[src/xcvr_defines.svh]
// Constants of the transceiver control block: register map, fields, timing.
// Assumes inclusion by bare name from the package and the design module.
`ifndef XCVR_DEFINES_SVH
`define XCVR_DEFINES_SVH

// ----------------------------------------------------------------
// Bus address and register map
// ----------------------------------------------------------------
`define DEV_ADDR7 7'h34
`define NUM_REGS 8'h20
`define REG_PORT_CTRL 8'h0c
`define REG_CLK_SRC 8'h0d
`define REG_PIN_CFG 8'h0e
`define REG_WAKE_TIMER 8'h10
`define REG_STATUS 8'h11
`define REG_MON_DRIVE 8'h1e
`define REG_RESET_VAL 8'h00

// ----------------------------------------------------------------
// Field positions
// ----------------------------------------------------------------
`define BIT_PTR_HOLD 2
`define BIT_RX_EN 3
`define BIT_CLOCK_OUTPUT_PIN_OFF 7
`define BIT_SRC_LO 4
`define BIT_SRC_HI 5
`define BIT_DIV_LO 0
`define BIT_DIV_HI 1
`define BIT_REF_SEL 3
`define BIT_MON_DRIVE 4
`define SRC_AUTO 2'h0
`define SRC_RC 2'h1
`define SRC_XTAL 2'h2
`define SRC_OFF 2'h3
`define DIV_BY1 2'h3

// ----------------------------------------------------------------
// Timing
// ----------------------------------------------------------------
`define CLK_NS 100
`define ALERT_NS 10000
`define ALERT_CYC ((`ALERT_NS + `CLK_NS - 1) / `CLK_NS)

`endif

[src/xcvr_pkg.sv]
// Types of the transceiver control block: slave states and the state record.
// Assumes xcvr_defines.svh is reachable on the include path.
`include "xcvr_defines.svh"
`default_nettype none

package xcvr_pkg;

    // ----------------------------------------------------------------
    // Serial slave states, one-hot
    // ----------------------------------------------------------------
    typedef enum logic [8:0] {
        ST_IDLE = 9'h001,
        ST_ADDR = 9'h002,
        ST_ADDR_ACK = 9'h004,
        ST_REG = 9'h008,
        ST_REG_ACK = 9'h010,
        ST_WDATA = 9'h020,
        ST_WDATA_ACK = 9'h040,
        ST_RDATA = 9'h080,
        ST_RDATA_ACK = 9'h100
    } slave_state_t;

    // Whole state of the block
    typedef struct packed {
        slave_state_t fsm;
        logic [3:0] bit_cnt;
        logic [7:0] shift;
        logic [7:0] ptr;
        logic rw;
        logic sda_drive;
        logic scl_q;
        logic sda_q;
        logic [31:0][7:0] regs;
        logic xtal_q;
        logic [1:0] div_cnt;
        logic xdiv;
        logic clk_out;
        logic [7:0] wake_cnt;
        logic wake_pend;
        logic rx_wake;
        logic alert_req;
        logic [7:0] alert_cnt;
        logic mon_ref;
        logic mon_drive;
    } state_t;

endpackage : xcvr_pkg

`default_nettype wire

[src/i2c_slave_pin_output_select.sv]
// Control logic of the transceiver: two-wire slave register port, monitor pin
// and clock output pin selection, polling receiver wake and wake-up alert.
// Assumes bus pins and oscillator levels arrive synchronous to clk.
`include "xcvr_defines.svh"
`default_nettype none

// Function
// - Bit 3 of 0x0e routes the reference voltage to the monitor pin.
// - Bit 4 of 0x1e drives signal level onto monitor pin, else tri-state.
// - Reference appears only in receive, transmit or crystal-running mode.
// - Bit 7 of 0x0c low enables the clock output, high disables it.
// - Bits 5:4 of 0x0d pick auto, RC, crystal or off for clock output.
// - Bits 1:0 of 0x0e divide crystal clock by 4, 3, 2 or 1.
// - Recovered data clock can be driven onto the clock output pin.
// - Device is slave only; the master makes every bus clock.
// - Slave port works up to 100 and 400 kbit/s.
// - Slave answers address byte 0x68 for write, 0x69 for read.
// - Bit 2 of 0x0c low steps pointer after written byte, high holds it.
// - Register data moves as whole 8-bit bytes both ways.
// - During polling, detected RF energy switches the receiver on.
// - A wake-up timer sets status bit 0 and alerts the controller.
// - Bus data line signals wake events to the controller.
module i2c_slave_pin_output_select (
    input wire logic clk,
    input wire logic rst_n,
    input wire logic serial_ctrl_clock_pin,
    input wire logic serial_ctrl_data_in,
    output logic serial_ctrl_data_out,
    output logic serial_ctrl_data_oe_n,
    input wire logic rx_active,
    input wire logic tx_active,
    input wire logic xtal_running,
    input wire logic cdr_mode,
    input wire logic rc_osc_in,
    input wire logic xtal_clk_in,
    input wire logic recovered_clk_in,
    input wire logic polling_active,
    input wire logic rf_energy_detect,
    input wire logic wake_tick,
    output logic reference_to_monitor,
    output logic monitor_drive_en,
    output logic clock_output_pin,
    output logic receiver_enable
);

    xcvr_pkg::state_t s;
    xcvr_pkg::state_t next_s;
    logic scl_rise;
    logic scl_fall;
    logic start_seen;
    logic stop_seen;
    logic ptr_hold;
    logic [7:0] rd_byte;
    logic [7:0] status;
    logic [1:0] div_limit;
    logic [1:0] src_sel;
    logic xtal_edge;
    logic alert_on;
    logic wake_event;
    logic mode_ok;

    // ----------------------------------------------------------------
    // Bus conditions and register views
    // ----------------------------------------------------------------
    // edges and start/stop from last cycle's levels, far above bus rate
    assign scl_rise = serial_ctrl_clock_pin & ~s.scl_q;
    assign scl_fall = ~serial_ctrl_clock_pin & s.scl_q;
    assign alert_on = (s.alert_cnt != 8'h00);
    assign start_seen = s.scl_q & serial_ctrl_clock_pin & s.sda_q & ~serial_ctrl_data_in
        & ~alert_on;
    assign stop_seen = s.scl_q & serial_ctrl_clock_pin & ~s.sda_q & serial_ctrl_data_in;
    assign ptr_hold = s.regs[`REG_PORT_CTRL][`BIT_PTR_HOLD];
    assign status = {6'h00, s.rx_wake, s.wake_pend};
    assign src_sel = s.regs[`REG_CLK_SRC][`BIT_SRC_HI:`BIT_SRC_LO];
    assign xtal_edge = xtal_clk_in ^ s.xtal_q;
    assign mode_ok = rx_active | tx_active | xtal_running;

    // Read data: live status, stored register, or zero outside the map
    always_comb begin
        if (s.ptr == `REG_STATUS) begin
            rd_byte = status;
        end else if (s.ptr < `NUM_REGS) begin
            rd_byte = s.regs[s.ptr[4:0]];
        end else begin
            rd_byte = 8'h00;
        end
    end

    always_comb begin
        case (s.regs[`REG_PIN_CFG][`BIT_DIV_HI:`BIT_DIV_LO])
            2'h0: div_limit = 2'h3;
            2'h1: div_limit = 2'h2;
            2'h2: div_limit = 2'h1;
            default: div_limit = 2'h0;
        endcase
    end

    // ----------------------------------------------------------------
    // Next state
    // ----------------------------------------------------------------
    always_comb begin
        next_s = s;
        wake_event = 1'b0;
        next_s.scl_q = serial_ctrl_clock_pin;
        next_s.sda_q = serial_ctrl_data_in;
        // slave only: every step follows master clock edges
        if (stop_seen) begin
            next_s.fsm = xcvr_pkg::ST_IDLE;
            next_s.sda_drive = 1'b0;
        end else if (start_seen) begin
            next_s.fsm = xcvr_pkg::ST_ADDR;
            next_s.bit_cnt = 4'h0;
            next_s.sda_drive = 1'b0;
        end else begin
            case (s.fsm)
                xcvr_pkg::ST_ADDR, xcvr_pkg::ST_REG, xcvr_pkg::ST_WDATA: begin
                    // whole bytes shifted in, msb first
                    if (scl_rise) begin
                        next_s.shift = {s.shift[6:0], serial_ctrl_data_in};
                        next_s.bit_cnt = 4'(s.bit_cnt + 4'h1);
                    end else if (scl_fall && s.bit_cnt == 4'h8) begin
                        next_s.sda_drive = 1'b1;
                        if (s.fsm == xcvr_pkg::ST_ADDR) begin
                            if (s.shift[7:1] == `DEV_ADDR7) begin
                                next_s.rw = s.shift[0];
                                next_s.fsm = xcvr_pkg::ST_ADDR_ACK;
                            end else begin
                                next_s.sda_drive = 1'b0;
                                next_s.fsm = xcvr_pkg::ST_IDLE;
                            end
                        end else if (s.fsm == xcvr_pkg::ST_REG) begin
                            next_s.ptr = s.shift;
                            next_s.fsm = xcvr_pkg::ST_REG_ACK;
                        end else begin
                            if (s.ptr < `NUM_REGS && s.ptr != `REG_STATUS) begin
                                next_s.regs[s.ptr[4:0]] = s.shift;
                            end
                            if (!ptr_hold) begin
                                next_s.ptr = 8'(s.ptr + 8'h01);
                            end
                            next_s.fsm = xcvr_pkg::ST_WDATA_ACK;
                        end
                    end
                end
                xcvr_pkg::ST_ADDR_ACK: begin
                    if (scl_fall) begin
                        next_s.bit_cnt = 4'h0;
                        if (s.rw) begin
                            next_s.fsm = xcvr_pkg::ST_RDATA;
                            next_s.shift = rd_byte;
                            next_s.sda_drive = ~rd_byte[7];
                            if (s.ptr == `REG_STATUS) begin
                                next_s.wake_pend = 1'b0;
                            end
                        end else begin
                            next_s.fsm = xcvr_pkg::ST_REG;
                            next_s.sda_drive = 1'b0;
                        end
                    end
                end
                xcvr_pkg::ST_REG_ACK, xcvr_pkg::ST_WDATA_ACK: begin
                    if (scl_fall) begin
                        next_s.bit_cnt = 4'h0;
                        next_s.sda_drive = 1'b0;
                        next_s.fsm = xcvr_pkg::ST_WDATA;
                    end
                end
                xcvr_pkg::ST_RDATA: begin
                    // whole bytes shifted out, msb first
                    if (scl_fall) begin
                        next_s.bit_cnt = 4'(s.bit_cnt + 4'h1);
                        if (s.bit_cnt == 4'h7) begin
                            next_s.sda_drive = 1'b0;
                            next_s.fsm = xcvr_pkg::ST_RDATA_ACK;
                        end else begin
                            next_s.shift = {s.shift[6:0], 1'b0};
                            next_s.sda_drive = ~s.shift[6];
                        end
                    end
                end
                xcvr_pkg::ST_RDATA_ACK: begin
                    // Master acknowledge asks for another byte
                    if (scl_rise) begin
                        if (serial_ctrl_data_in) begin
                            next_s.fsm = xcvr_pkg::ST_IDLE;
                        end else begin
                            next_s.bit_cnt = 4'h8;
                        end
                    end else if (scl_fall && s.bit_cnt == 4'h8) begin
                        next_s.bit_cnt = 4'h0;
                        next_s.shift = rd_byte;
                        next_s.sda_drive = ~rd_byte[7];
                        next_s.fsm = xcvr_pkg::ST_RDATA;
                        if (s.ptr == `REG_STATUS) begin
                            next_s.wake_pend = 1'b0;
                        end
                    end
                end
                default: begin
                    next_s.sda_drive = 1'b0;
                end
            endcase
        end
        // reference only while the analog core runs
        next_s.mon_ref = s.regs[`REG_PIN_CFG][`BIT_REF_SEL] & mode_ok;
        next_s.mon_drive = s.regs[`REG_MON_DRIVE][`BIT_MON_DRIVE];
        // crystal divider, toggling every N crystal half periods
        next_s.xtal_q = xtal_clk_in;
        if (xtal_edge) begin
            if (s.div_cnt >= div_limit) begin
                next_s.div_cnt = 2'h0;
                next_s.xdiv = ~s.xdiv;
            end else begin
                next_s.div_cnt = 2'(s.div_cnt + 2'h1);
            end
        end
        if (s.regs[`REG_PORT_CTRL][`BIT_CLOCK_OUTPUT_PIN_OFF] || src_sel == `SRC_OFF) begin
            next_s.clk_out = 1'b0;
        end else if (src_sel == `SRC_RC) begin
            next_s.clk_out = rc_osc_in;
        end else if (src_sel == `SRC_AUTO && cdr_mode) begin
            next_s.clk_out = recovered_clk_in;
        end else if (src_sel == `SRC_AUTO && !xtal_running) begin
            next_s.clk_out = rc_osc_in;
        end else if (div_limit == 2'h0) begin
            next_s.clk_out = xtal_clk_in;
        end else begin
            next_s.clk_out = s.xdiv;
        end
        // receiver wake on RF energy while polling
        if (polling_active && rf_energy_detect) begin
            wake_event = ~s.rx_wake;
            next_s.rx_wake = 1'b1;
        end else if (!polling_active) begin
            next_s.rx_wake = 1'b0;
        end
        // wake-up timer counts slow ticks, reloads on expiry
        if (s.regs[`REG_WAKE_TIMER] == 8'h00) begin
            next_s.wake_cnt = 8'h00;
        end else if (wake_tick) begin
            if (s.wake_cnt <= 8'h01) begin
                next_s.wake_cnt = s.regs[`REG_WAKE_TIMER];
                next_s.wake_pend = 1'b1;
                wake_event = 1'b1;
            end else begin
                next_s.wake_cnt = 8'(s.wake_cnt - 8'h01);
            end
        end
        // alert pulse on the data line while the bus is idle
        if (alert_on) begin
            next_s.alert_cnt = 8'(s.alert_cnt - 8'h01);
        end else if (s.alert_req && s.fsm == xcvr_pkg::ST_IDLE && s.scl_q && s.sda_q) begin
            next_s.alert_cnt = 8'(`ALERT_CYC);
            next_s.alert_req = 1'b0;
        end
        if (wake_event) begin
            next_s.alert_req = 1'b1;
        end
    end

    // ----------------------------------------------------------------
    // State register
    // ----------------------------------------------------------------
    always_ff @(posedge clk or negedge rst_n) begin
        if (!rst_n) begin
            s <= '{fsm: xcvr_pkg::ST_IDLE, scl_q: 1'b1, sda_q: 1'b1, default: '0};
        end else begin
            s <= next_s;
        end
    end

    // Outputs
    assign serial_ctrl_data_out = 1'b0;
    assign serial_ctrl_data_oe_n = ~(s.sda_drive | alert_on);
    assign reference_to_monitor = s.mon_ref;
    assign monitor_drive_en = s.mon_drive;
    assign clock_output_pin = s.clk_out;
    assign receiver_enable = s.regs[`REG_PORT_CTRL][`BIT_RX_EN] | s.rx_wake;
endmodule : i2c_slave_pin_output_select

`default_nettype wire

[config.mk]
export PLATFORM = sky130hd
export DESIGN_NAME = i2c_slave_pin_output_select
export DESIGN_NICKNAME = d
export VERILOG_FILES = /design/src/xcvr_pkg.sv /design/src/i2c_slave_pin_output_select.sv
export VERILOG_INCLUDE_DIRS = /design/src /design/src/src
export SDC_FILE = /design/constraint.sdc
export NUM_CORES = 1
export LEC_CHECK = 0
export BUFFER_PORTS_ARGS = -buffer_cell sky130_fd_sc_hd__buf_2
export CAP_MARGIN = 25
export CORE_MARGIN = 2
export CORE_UTILIZATION = 50
export DETAILED_ROUTE_END_ITERATION = 16
export GPL_TIMING_DRIVEN = 0
export MAX_ROUTING_LAYER = met4
export PLACE_DENSITY_LB_ADDON = 0.12
export SLEW_MARGIN = 20
export SYNTH_ARGS = -nofsm -noshare
export SYNTH_HDL_FRONTEND = slang
export SYNTH_SLANG_ARGS = --single-unit
[constraint.sdc]
create_clock -name clk -period 6.5 [get_ports clk]
set_clock_uncertainty 0.2 [all_clocks]
set_input_delay 1.3 -clock clk [delete_from_list [all_inputs] [get_ports clk]]
set_output_delay 1.3 -clock clk [all_outputs]
set_load 0.02 [all_outputs]
### After elaboration in Yosys (flattened, before gate mapping)

Cells that the tools add are included.

* bits in registers: 315
* latch bits: 0
* bits in writable memories: 0
* bits in read-only memories: 0
* input port bits: 14
* output and inout bits: 6
* logic and storage cells: 242
* memories kept: 0

* add/subtract/negate cells: 5
* multipliers: 0
* div/mod/pow operators: 0
* $lt $le $gt $ge: 5
* eq/ne operators: 44
* shift operators: 0
* multiplexer cells: 75
* bitwise logic cells: 29
* reduce and logical (&&, ||, !) cells: 33

Operators with widths (number)
* bitwise mux 256 bit: 1
* two-way mux 8 bit: 13
* two-way mux 9 bit: 8
* one-hot mux 13 bit (5 select lines): 1
* two-way mux 21 bit: 3
* binary-select mux 8 bit (select 5 bit): 1
* demux 8 bit (select 5 bit): 1
* inequality test 4 bit (second input constant): 10
* two-way mux 13 bit: 3
* two-way mux 1 bit: 35
* one-hot mux 8 bit (4 select lines): 1
* AND reduction 7 bit: 3
* AND reduction 8 bit: 2
* subtractor 8 x 1 -> 8 bit (second input constant): 2
* NOT 1 bit: 15
* inequality test 2 bit (second input constant): 7
* two-way mux 12 bit: 1
* inequality test 3 bit (second input constant): 4
* inequality test 5 bit (second input constant): 2
* AND reduction 10 bit: 1
* AND 1 bit: 9
* equality test 9 x 1 -> 1 bit (second input constant): 1
* equality test 9 x 2 -> 1 bit (second input constant): 1
* equality test 9 x 3 -> 1 bit (second input constant): 1
* 45 further kinds: 65

### Logic depth before layout (Yosys ltp)

Gate-level depths: netlist of run 1.

* depth after elaboration: 11
* gate-level depth with buffers: 10
* gate-level depth less buffers: 8

### Worst setup path before layout of run 1

OpenSTA, ideal clock, no wires.

* path type: input-to-reg
* from: in serial_ctrl_clock_pin
* to: reg s[294] (netlist bit)
* library setup time: 0.125 ns
* arrival time: 3.006 ns
* data required time: 6.175 ns
* path slack: 3.169 ns
* stages on the path: 6
* buffers on the path: 1
* cells stage by stage: nor2b_1 and4b_1 buf_2 o21ai_0 nor4_4 mux2_2

* cells in the longest elaborated chain, start to end: 6
* elaborated cells between the ends (all ways): 18
* classes of those cells: 5 x eq/ne; 11 x bitwise; 2 x reduce/logical

Ends and longest elaborated chain
* from (decl): RTL line i2c_slave_pin_output_select.sv:26 `input wire logic serial_ctrl_clock_pin,`
* AND 1 bit: RTL line i2c_slave_pin_output_select.sv:69, i2c_slave_pin_output_select.sv:71
* AND 1 bit (2 in a row): RTL line i2c_slave_pin_output_select.sv:69 `assign start_seen = s.scl_q & serial_ctrl_clock_pin & s.sda_q & ~serial_ctrl_data_in`
* AND 1 bit: RTL line i2c_slave_pin_output_select.sv:70 `& ~alert_on;`
* NOT 1 bit (no line)
* AND reduction 10 bit (no line) (*)
* to (signal assigned): RTL line i2c_slave_pin_output_select.sv:268 `s <= next_s;`
* to (decl): RTL line i2c_slave_pin_output_select.sv:46 `xcvr_pkg::state_t s;`

Mark *: on every way between the ends. The rest lies on a longest branch, timed or not.
A chain may end at the register's enable or synchronous reset.

### Worst setup path after layout of run 1

* from: reg s[287] (netlist bit)
* to: reg s[209] (netlist bit)

* cells in the longest elaborated chain, start to end: 5
* elaborated cells between the ends (all ways): 10
* classes of those cells: 3 x order compare; 1 x eq/ne; 3 x mux; 3 x reduce/logical

Ends and longest elaborated chain
* less-than comparator 5 x 6 -> 1 bit (not written as such) or >= comparator 5 x 1 -> 1 bit (tied branches): RTL line i2c_slave_pin_output_select.sv:136 `next_s.regs[s.ptr[4:0]] = s.shift;`
* logical AND 1 bit (not written as such): RTL line i2c_slave_pin_output_select.sv:136
* two-way mux 8 bit (not written as such): RTL line i2c_slave_pin_output_select.sv:136
* demux 8 bit (select 5 bit): RTL line i2c_slave_pin_output_select.sv:136
* bitwise mux 256 bit: RTL line i2c_slave_pin_output_select.sv:136

Parallel ways exist; a longest one is shown, timed or not.

==> results.cfg, run 1 <==
[yosys]
synthFlopType = dfrtp_1
synth_area_leader_cell = dfrtp_1
syn-num-nets = 1194
synthAdderAreaFrac = 0.00972
synthArstFlopShare = 1.00
synth_cell_types = 75
synth-seq-area-share = 0.510
yosys-top-cells-area = dfrtp_1 (51%), mux2_2 (18%), mux4_2 (9.5%)
yosysTopAreaCellShare = 0.505
synth-seq-cells = 315
synth_simple_gate_area_frac = 0.0889
synth_top_family_by_area = multiplexers
synth_edf_count = 0
avgSynthCellArea_um2 = 13.2
synth_xor_area_frac = 0.00567
synth_mux_area_frac = 0.290
synth_compound_area_frac = 0.0700
ys_warn_count = 0
synth_cells = 1168
synth_area_um2 = 15400

[setup_path]
r2r_end = s[209]$_DFFE_PN0P_
rrSetupSlack_ps = 1670
worstPathArrival_ps = 5030
critPathLaunchType = flip-flop
critPathKind = reg -> reg
r2r_cells = 9
r2r_start = s[287]$_DFFE_PN0P_
critPathCaptureType = flip-flop
path_max_fanout = 10
cp.required_ps = 6690

[cts]
postCtsSetupBuffers = 0
cts-hold-fix-buffers = 0
cts_made_buffers = 37
root_buffer = clkbuf_16
tritoncts = built
path_clk_slew_ps = 60
clk_latency_ps = 520
cts_resized = 0
clock-sinks = 315
clockBufferDepth = 3
cts_htree_levels = 2

[status]
status = finished clean

[global_route]
grt_max_degree = 100
grt_pass1_vias = 10400
grt_use_total = 0.269
grt_pass1_wl_um = 65000
antenna_found_initial = 0
grt.overflow.total = 0

[pwr]
p_comb_frac = 0.103
leakage_uw = 0.00792
powerDensity_nw_per_um2 = 263
p_int_uw = 3330
swShare = 0.268
peakVddDrop_uv = 196
switchingPower_uw = 1220
pwr-share-clk = 0.433
power_frac_seq = 0.464

[timing]
finalHoldWorstSlack_ps = 195
fmax_mhz = 207
slew_viol_final = 0
min_period_ps = 4830
setup_tns_ps = 0
setup_viol = 0
hold_violations = 0
rsz0062_at_grt = no
worst_pin_slew_ps = 1090
slew_headroom = 0.275
fin_crit_sh = 0.743
setup_ws_ps = 1670

[layout]
drive_gt1_frac = 0.362
final_cell_mix = dfrtp_1 (312), mux2_2 (241), mux4_2 (65), clkbuf_1 (61), nand2_1 (53)
final_common_cell = dfrtp_1
num-nets-final = 1255
insertedDiodeCount = 0
areaGrowthSynthToFinish_pct = 11.9

[hold_path]
hold_class = reg -> reg
min-delay-start = next_s[0]$_DFFE_PN0P_
min_to = monitor_drive_en$_DFF_PN0_
holdPathStages = 0

[floorplan]
ios = 20
coreArea_um2 = 30500
start_util = 0.506
die_w_um = 180
die_y_um = 180
fp.dieArea_um2 = 32300
rows = 64

[placed_design]
hpwl_um = 29000
post-place-ws_ps = 1810
port_buffers = 18
gp_congestion = 0.952

[run]
max_cap_violations = 0

[routing]
first_pass_iters = 5
vias = 10200
routedWlPerCell_um = 25.2
drt_wl_total_um = 41500
drt-initial-drc-count = 867
drc = 0
drt.antenna.violating_nets = 0
viasPerCell = 6.21
## cells by family after synthesis
family | count (synthesis)
and+or+nand+nor | 242
muxes | 334
DFF | 315
other | 1
buffers and inverters | 96
AOI/OAI and AO/OA | 158
xor gates and xnor gates | 10
adders and majority gates | 12
## worst max-delay path, cell delays in order (launching register included)
cell,delay [ps]
dfrtp_1,360
buf_2,360
buf_1,810
inv_1,390
ha_1,340
nor4bb_1,180
nor3_2,400
nand4_2,540
nor2_2,720
mux2_2,400
## per-stage QoR
stage	cells	total power (uW)	util	area, um2
after global placement	1582	2590	0.526	16000
final	1647	4550	0.567	17300
after global routing	1647	4730	0.567	17300
after CTS	1647	4590	0.567	17300
after detailed placement	1586	2610	0.529	16100
after floorplan	1168	2390	-	15400
## area by class of cell
cell class / count / area (um2)
well taps: 396 / 495
fillers: 2498 / 13200
flip-flops and latches: 315 / 7890
plain buffers: 78 / 315
repair buffers: 22 / 198
clock buffers: 49 / 1040
inverters: 18 / 67.6
multi-input cells: 757 / 7180
clock inverters: 12 / 104
## worst max-delay path by stage
| stage | cells past startpoint | end | slack [ps] | startpoint |
|---|---|---|---|---|
| after floorplan | 6 | s[294]$_DFFE_PN0P_ | 3170 | serial_ctrl_clock_pin |
| after global placement | 1 | s[88]$_DFFE_PN0P_ | -2190 | rst_n |
| after detailed placement | 9 | s[205]$_DFFE_PN0P_ | 1810 | s[287]$_DFFE_PN0P_ |
| after CTS | 9 | s[217]$_DFFE_PN0P_ | 1790 | s[287]$_DFFE_PN0P_ |
| after global routing | 9 | s[199]$_DFFE_PN0P_ | 1600 | s[287]$_DFFE_PN0P_ |
| final | 9 | s[209]$_DFFE_PN0P_ | 1670 | s[287]$_DFFE_PN0P_ |
## layer usage
layer	vias to the layer above	track usage	share of wire
met4	0	0.0911	0.035
met2	286	0.410	0.46
met5	-	-	0
li1	4470	-	-
met3	86	0.0355	0.048
met1	5390	0.376	0.45
## synth_stat cells (16+ instances only)
cell type and number:
nand2_1 53, nand2b_1 18, clkbuf_1 55, a21oi_1 30, dfrtp_1 312, nand3_1 16
mux2_2 241, o21ai_0 35, inv_1 18, nor2_2 32, mux4_2 65, mux2_1 17
a22oi_1 16, nor2_1 36
## power groups by stage
stage	combinational, uW	clock (uW)	sequential (uW)
global placement	447	0	2140
finish	468	1970	2110
global route	519	2090	2120
CTS	467	2010	2110
floorplan	278	0	2110
detailed placement	466	0	2150
## flip-flops by register name (all words and copies together), names as in the netlist
name and count:
clock_output_pin 1, monitor_drive_en 1, next_s 1, ptr_hold 1
reference_to_monitor 1, s 310
No activity file was read; power rests on OpenSTA's default activity.
==> run 2, diff against run 1 <==
--- a/config.mk
+++ b/config.mk
@@ -6,6 +6,7 @@
 export SDC_FILE = /design/constraint.sdc
 export NUM_CORES = 1
 export LEC_CHECK = 0
+export ABC_AREA = 1
 export BUFFER_PORTS_ARGS = -buffer_cell sky130_fd_sc_hd__buf_2
 export CAP_MARGIN = 25
 export CORE_MARGIN = 2
==> constraint.sdc (replaced) <==
create_clock -name clk -period 4.1 [get_ports clk]
set_clock_uncertainty 0.2 [all_clocks]
set_input_delay 0.82 -clock clk [delete_from_list [all_inputs] [get_ports clk]]
set_output_delay 0.82 -clock clk [all_outputs]
set_load 0.02 [all_outputs]
==> results.cfg, run 2 <==
[yosys]
synth_cells = 2004
avgSynthCellArea_um2 = 7.80
synthFlopType = dfrtp_1
synth_edf_count = 0
synth_area_um2 = 15600
netlist_top_cells_count = nand2_1 (543), dfrtp_1 (312), nor2_1 (260), o21ai_1 (242), o21ai_0 (195)
synth_cell_types = 40
synthArstFlopShare = 1.00
yosys-top-cells-area = dfrtp_1 (50%), nand2_1 (13%), o21ai_1 (7.7%)
synth_mux_area_frac = 0
ys_warn_count = 0
syn-num-nets = 2030
synth_xor_area_frac = 0.0101
synthAdderAreaFrac = 0.00960
synth_simple_gate_area_frac = 0.248
synth-seq-area-share = 0.504
synth_top_family_by_area = simple AND/OR/NAND/NOR gates
synth_area_leader_cell = dfrtp_1
synth_compound_area_frac = 0.168
yosysMostFrequentCell = nand2_1
synth-seq-cells = 315
yosysTopAreaCellShare = 0.499

[setup_path]
worst_path_dominant_cell_family = buffers and inverters
critPathCaptureType = flip-flop
r2r_cells = 13
rrSetupSlack_ps = 170
path_max_fanout = 11
critPathKind = reg -> reg
r2r_start = s[287]$_DFFE_PN0P_
cp.required_ps = 4270
path_buf_inv = 6
critPathSlowestCell = nor3_2
critPathLaunchType = flip-flop
path_common_cell = clkbuf_1
r2r_end = s[251]$_DFFE_PN0P_
crit_chain = clkbuf_1, clkinv_1, clkbuf_2, ha_1, clkinvlp_4, nor3_2, nor2_1, nand3_2, nor3_4, buf_12, nand2_1, clkbuf_1, o21ai_0
critPathMaxStageDelay_ps = 520
worstPathArrival_ps = 4100

[routing]
first_pass_iters = 5
wl_met1_um = 23200
viasPerCell = 5.78
drt.antenna.violating_nets = 0
vias = 14400
routed-wl-met2_um = 22400
routedWlPerCell_um = 21.4
drc = 0
met3_length_um = 5170
drt_wl_total_um = 53300
highest_layer = met4
drt-initial-drc-count = 1690

[layout]
final_cell_mix = nand2_1 (543), dfrtp_1 (312), nor2_1 (260), o21ai_1 (242), o21ai_0 (195)
final_common_cell = nand2_1
num-fill-cells = 2971
areaGrowthSynthToFinish_pct = 12.4
top_register = s
drive_gt1_frac = 0.0851
largest_reg_flops = 310
num-nets-final = 2091
insertedDiodeCount = 0

[timing]
setup_ws_ps = 174
setup_tns_ps = 0
slew_headroom = 0.277
fin_crit_sh = 0.958
worst_pin_slew_ps = 1080
finalHoldWorstSlack_ps = 54.2
min_period_ps = 3930
rsz0062_at_grt = no
slew_viol_final = 0
setup_viol = 0
hold_violations = 0
fmax_mhz = 255

[floorplan]
die_w_um = 181
coreArea_um2 = 30700
die_y_um = 181
fp.dieArea_um2 = 32700
ios = 20
rows = 64
start_util = 0.510

[global_route]
antenna_found_initial = 0
grt_pass1_vias = 13900
grt_use_total = 0.339
grt.overflow.total = 0
grt_max_degree = 100
grt_pass1_wl_um = 82000

[cts]
path_clk_slew_ps = 60
clock-sinks = 315
tritoncts = built
cts-hold-fix-buffers = 0
clockBufferDepth = 3
cts_made_buffers = 37
cts_htree_levels = 2
root_buffer = clkbuf_16
clk_latency_ps = 540

[pwr]
pwr-share-clk = 0.373
powerDensity_nw_per_um2 = 516
p_total_uw = 9080
p_int_uw = 5840
power_frac_seq = 0.370
p_comb_frac = 0.257
switchingPower_uw = 3240
leakage_uw = 0.00842
peakVddDrop_uv = 319
swShare = 0.357

[placed_design]
port_buffers = 18
gp_congestion = 1.00
hpwl_um = 36400
post-place-ws_ps = -226

[hold_path]
hold_class = in -> async

[run]
max_cap_violations = 0

[status]
status = finished clean
-- run 2: changes by cell type after synthesis, sizes merged, moves of 37 or more --
| cell | change |
|---|---|
| mux2 | -259 |
| mux4 | -65 |
| o21ai | +400 |
| inv | +85 |
| nand2 | +524 |
| nand3 | +37 |
| nor2 | +196 |
-- run 2: power by group through the flow --
stage	clock network (uW)	registers [uW]	logic (uW)
after floorplan	0	3380	1340
after global placement	0	3410	2210
after detailed placement	0	3410	2240
after CTS	3410	3360	2260
after global routing	3550	3380	2510
final	3390	3360	2330
-- run 2: per-layer routing --
| layer | track usage | up-vias |
|---|---|---|
| li1 | - | 6665 |
| met1 | 0.463 | 6888 |
| met3 | 0.0895 | 146 |
| met2 | 0.478 | 681 |
| met4 | 0.143 | 0 |
| met5 | - | - |
-- run 2: through the flow --
step	utilization	cells	cell area (um2)
final	0.573	2488	17600
after global routing	0.573	2488	17600
after CTS	0.572	2487	17600
after detailed placement	0.532	2421	16300
after global placement	0.529	2418	16200
after floorplan	-	2004	15600
-- run 2: repair_timing --
action	in CTS	in global routing
setup endpoints to repair	248	217
gates resized for setup	2	1
pin swaps	0	1
buffers inserted	0	1
cloned	0	0
-- run 2: logic make-up after synthesis --
group / Yosys count
compound gates: 511
xor+xnor: 18
fa+ha+maj: 12
buf+inv: 223
flops: 315
other cells: 1
simple gates: 924
-- run 2: final cells by class --
cell class / count / area (um2) / area share
Tap cell: 396 / 495 / 0.0282
Buffer: 119 / 534 / 0.0304
Clock inverter: 14 / 209 / 0.0119
Multi-Input combinational cell: 1466 / 6830 / 0.389
Timing Repair Buffer: 22 / 203 / 0.0115
Clock buffer: 52 / 1020 / 0.0582
Inverter: 104 / 397 / 0.0226
Sequential cell: 315 / 7890 / 0.449
-- run 2: worst max path at each step --
stage,from,to,depth (start not counted)
finish,s[287]$_DFFE_PN0P_,s[251]$_DFFE_PN0P_,13
global placement,rst_n,s[311]$_DFFE_PN0P_,1
floorplan,s[287]$_DFFE_PN0P_,s[160]$_DFFE_PN0P_,14
global route,s[287]$_DFFE_PN0P_,s[257]$_DFFE_PN0P_,13
detailed placement,s[287]$_DFFE_PN0P_,s[87]$_DFFE_PN0P_,14
CTS,s[287]$_DFFE_PN0P_,s[87]$_DFFE_PN0P_,14
==> run 3, diff against run 2 <==
--- a/config.mk
+++ b/config.mk
@@ -12,7 +12,6 @@
 export CORE_MARGIN = 2
 export CORE_UTILIZATION = 50
 export DETAILED_ROUTE_END_ITERATION = 16
-export GPL_TIMING_DRIVEN = 0
 export MAX_ROUTING_LAYER = met4
 export PLACE_DENSITY_LB_ADDON = 0.12
 export SLEW_MARGIN = 20
==> results.cfg, run 3 (synthesis results as in run 2) <==
[pwr]
leakage_uw = 0.00828
p_comb_frac = 0.235
pwr-share-clk = 0.369
peakVddDrop_uv = 414
swShare = 0.338
power_frac_seq = 0.396
p_int_uw = 5640
switchingPower_uw = 2870
powerDensity_nw_per_um2 = 497

[routing]
highest_layer = met4
routed-wl-met2_um = 18700
viasPerCell = 5.47
drt_wl_total_um = 41600
drc = 0
first_pass_iters = 6
wl_met1_um = 20000
vias = 13000
met3_length_um = 1940
routedWlPerCell_um = 17.5
drt.antenna.violating_nets = 0
drt-initial-drc-count = 1012

[layout]
final_cell_mix = nand2_1 (543), dfrtp_1 (310), nor2_1 (260), o21ai_1 (242), o21ai_0 (195)
num-nets-final = 1992
largest_reg_flops = 310
fin_util = 0.558
areaGrowthSynthToFinish_pct = 9.39
regArea_um2 = 7890
drive_gt1_frac = 0.0814
top_register = s
num-fill-cells = 2865
multi_input_area_um2 = 6830
final-instance-count-excl-fill = 2385
insertedDiodeCount = 0
final_common_cell = nand2_1

[floorplan]
rows = 64
coreArea_um2 = 30700
ios = 20
die_w_um = 181
die_y_um = 181
start_util = 0.510
fp.dieArea_um2 = 32700

[timing]
setup_tns_ps = 0
fin_crit_sh = 0.746
finalHoldWorstSlack_ps = 84.5
fmax_mhz = 327
slew_headroom = 0.397
setup_ws_ps = 1040
setup_viol = 0
min_period_ps = 3060
rsz0062_at_grt = no
slew_viol_final = 0
worst_pin_slew_ps = 903
hold_violations = 0

[cts]
postCtsSetupBuffers = 0
clock-sinks = 315
cts-hold-fix-buffers = 0
path_clk_slew_ps = 60
cts_resized = 0
cts_htree_levels = 2
cts_made_buffers = 36
clk_latency_ps = 520
clockBufferDepth = 3
root_buffer = clkbuf_16
tritoncts = built

[global_route]
grt.overflow.total = 0
grt_pass1_wl_um = 68600
grt_use_total = 0.268
grt_pass1_vias = 12500
grt_max_degree = 126
antenna_found_initial = 0

[setup_path]
crit_chain = ha_1, inv_1, nor3_1, nor2_1, nand3_2, nor3_4, buf_4, nand2_1, nand2_1, o21ai_0
path_common_cell = nand2_1
critPathCaptureType = flip-flop
critPathLaunchType = flip-flop
critPathKind = reg -> reg
cp.required_ps = 4250
path_buf_inv = 2
critPathMaxStageDelay_ps = 510
worst_path_dominant_cell_family = simple AND/OR/NAND/NOR gates
path_max_fanout = 16
worstPathArrival_ps = 3210
critPathSlowestCell = dfrtp_4

[placed_design]
port_buffers = 18
post-place-ws_ps = 978
gp_congestion = 0.946
hpwl_um = 26100
place_inst = 2324

[hold_path]
hold_class = in -> async

[run]
max_cap_violations = 0

[status]
status = finished clean
[run 3: stage by stage]
stage	power, uW	instance area, um2
6_report	8510	17100
5_1_grt	8960	17100
4_1_cts	8570	17100
3_5_place_dp	5410	16000
3_3_place_gp	5400	16000
2_1_floorplan	4720	15600
[run 3: worst register-to-register path, stage by stage, from the launching register on]
cell     delay, ps
dfrtp_4        510
ha_1           210
inv_1          330
nor3_1         220
nor2_1         200
nand3_2        110
nor3_4         330
buf_4          300
nand2_1        290
nand2_1        120
o21ai_0         90
[run 3: area by class of cell]
cell class / count / area share
clock buffers: 51 / 0.0625
flip-flops and latches: 315 / 0.461
clock inverters: 10 / 0.00468
well taps: 396 / 0.0290
inverters: 104 / 0.0231
repair buffers: 43 / 0.0205
multi-input cells: 1466 / 0.399
[run 3: worst paths after layout]
| check | from | end | slack [ps] | cells after the start |
|---|---|---|---|---|
| max in group asynchronous | rst_n | clock_output_pin$_DFF_PN0_ | 2610 | 2 |
| hold reg to reg | s[167]$_DFFE_PN0P_ | s[167]$_DFFE_PN0P_ | 180 | 0 |
| setup / recovery | s[286]$_DFFE_PN0P_ | s[251]$_DFFE_PN0P_ | 1040 | 10 |
| hold / removal | rst_n | s[105]$_DFFE_PN0P_ | 80 | 1 |
| setup reg to reg | s[286]$_DFFE_PN0P_ | s[251]$_DFFE_PN0P_ | 1040 | 10 |
| min in group clk | s[167]$_DFFE_PN0P_ | s[167]$_DFFE_PN0P_ | 180 | 0 |
[run 3: power groups by stage]
stage / Combinational, uW / Clock (uW) / Sequential, uW
CTS: 1990 / 3210 / 3370
global placement: 1980 / 0 / 3420
detailed placement: 1990 / 0 / 3420
finish: 2000 / 3140 / 3370
floorplan: 1340 / 0 / 3380
global route: 2230 / 3340 / 3390
[run 3: routing by layer]
metal | up-vias | global-route usage
li1 | 6449 | -
met4 | 0 | 0.0703
met2 | 287 | 0.407
met5 | - | -
met3 | 67 | 0.0329
met1 | 6242 | 0.385
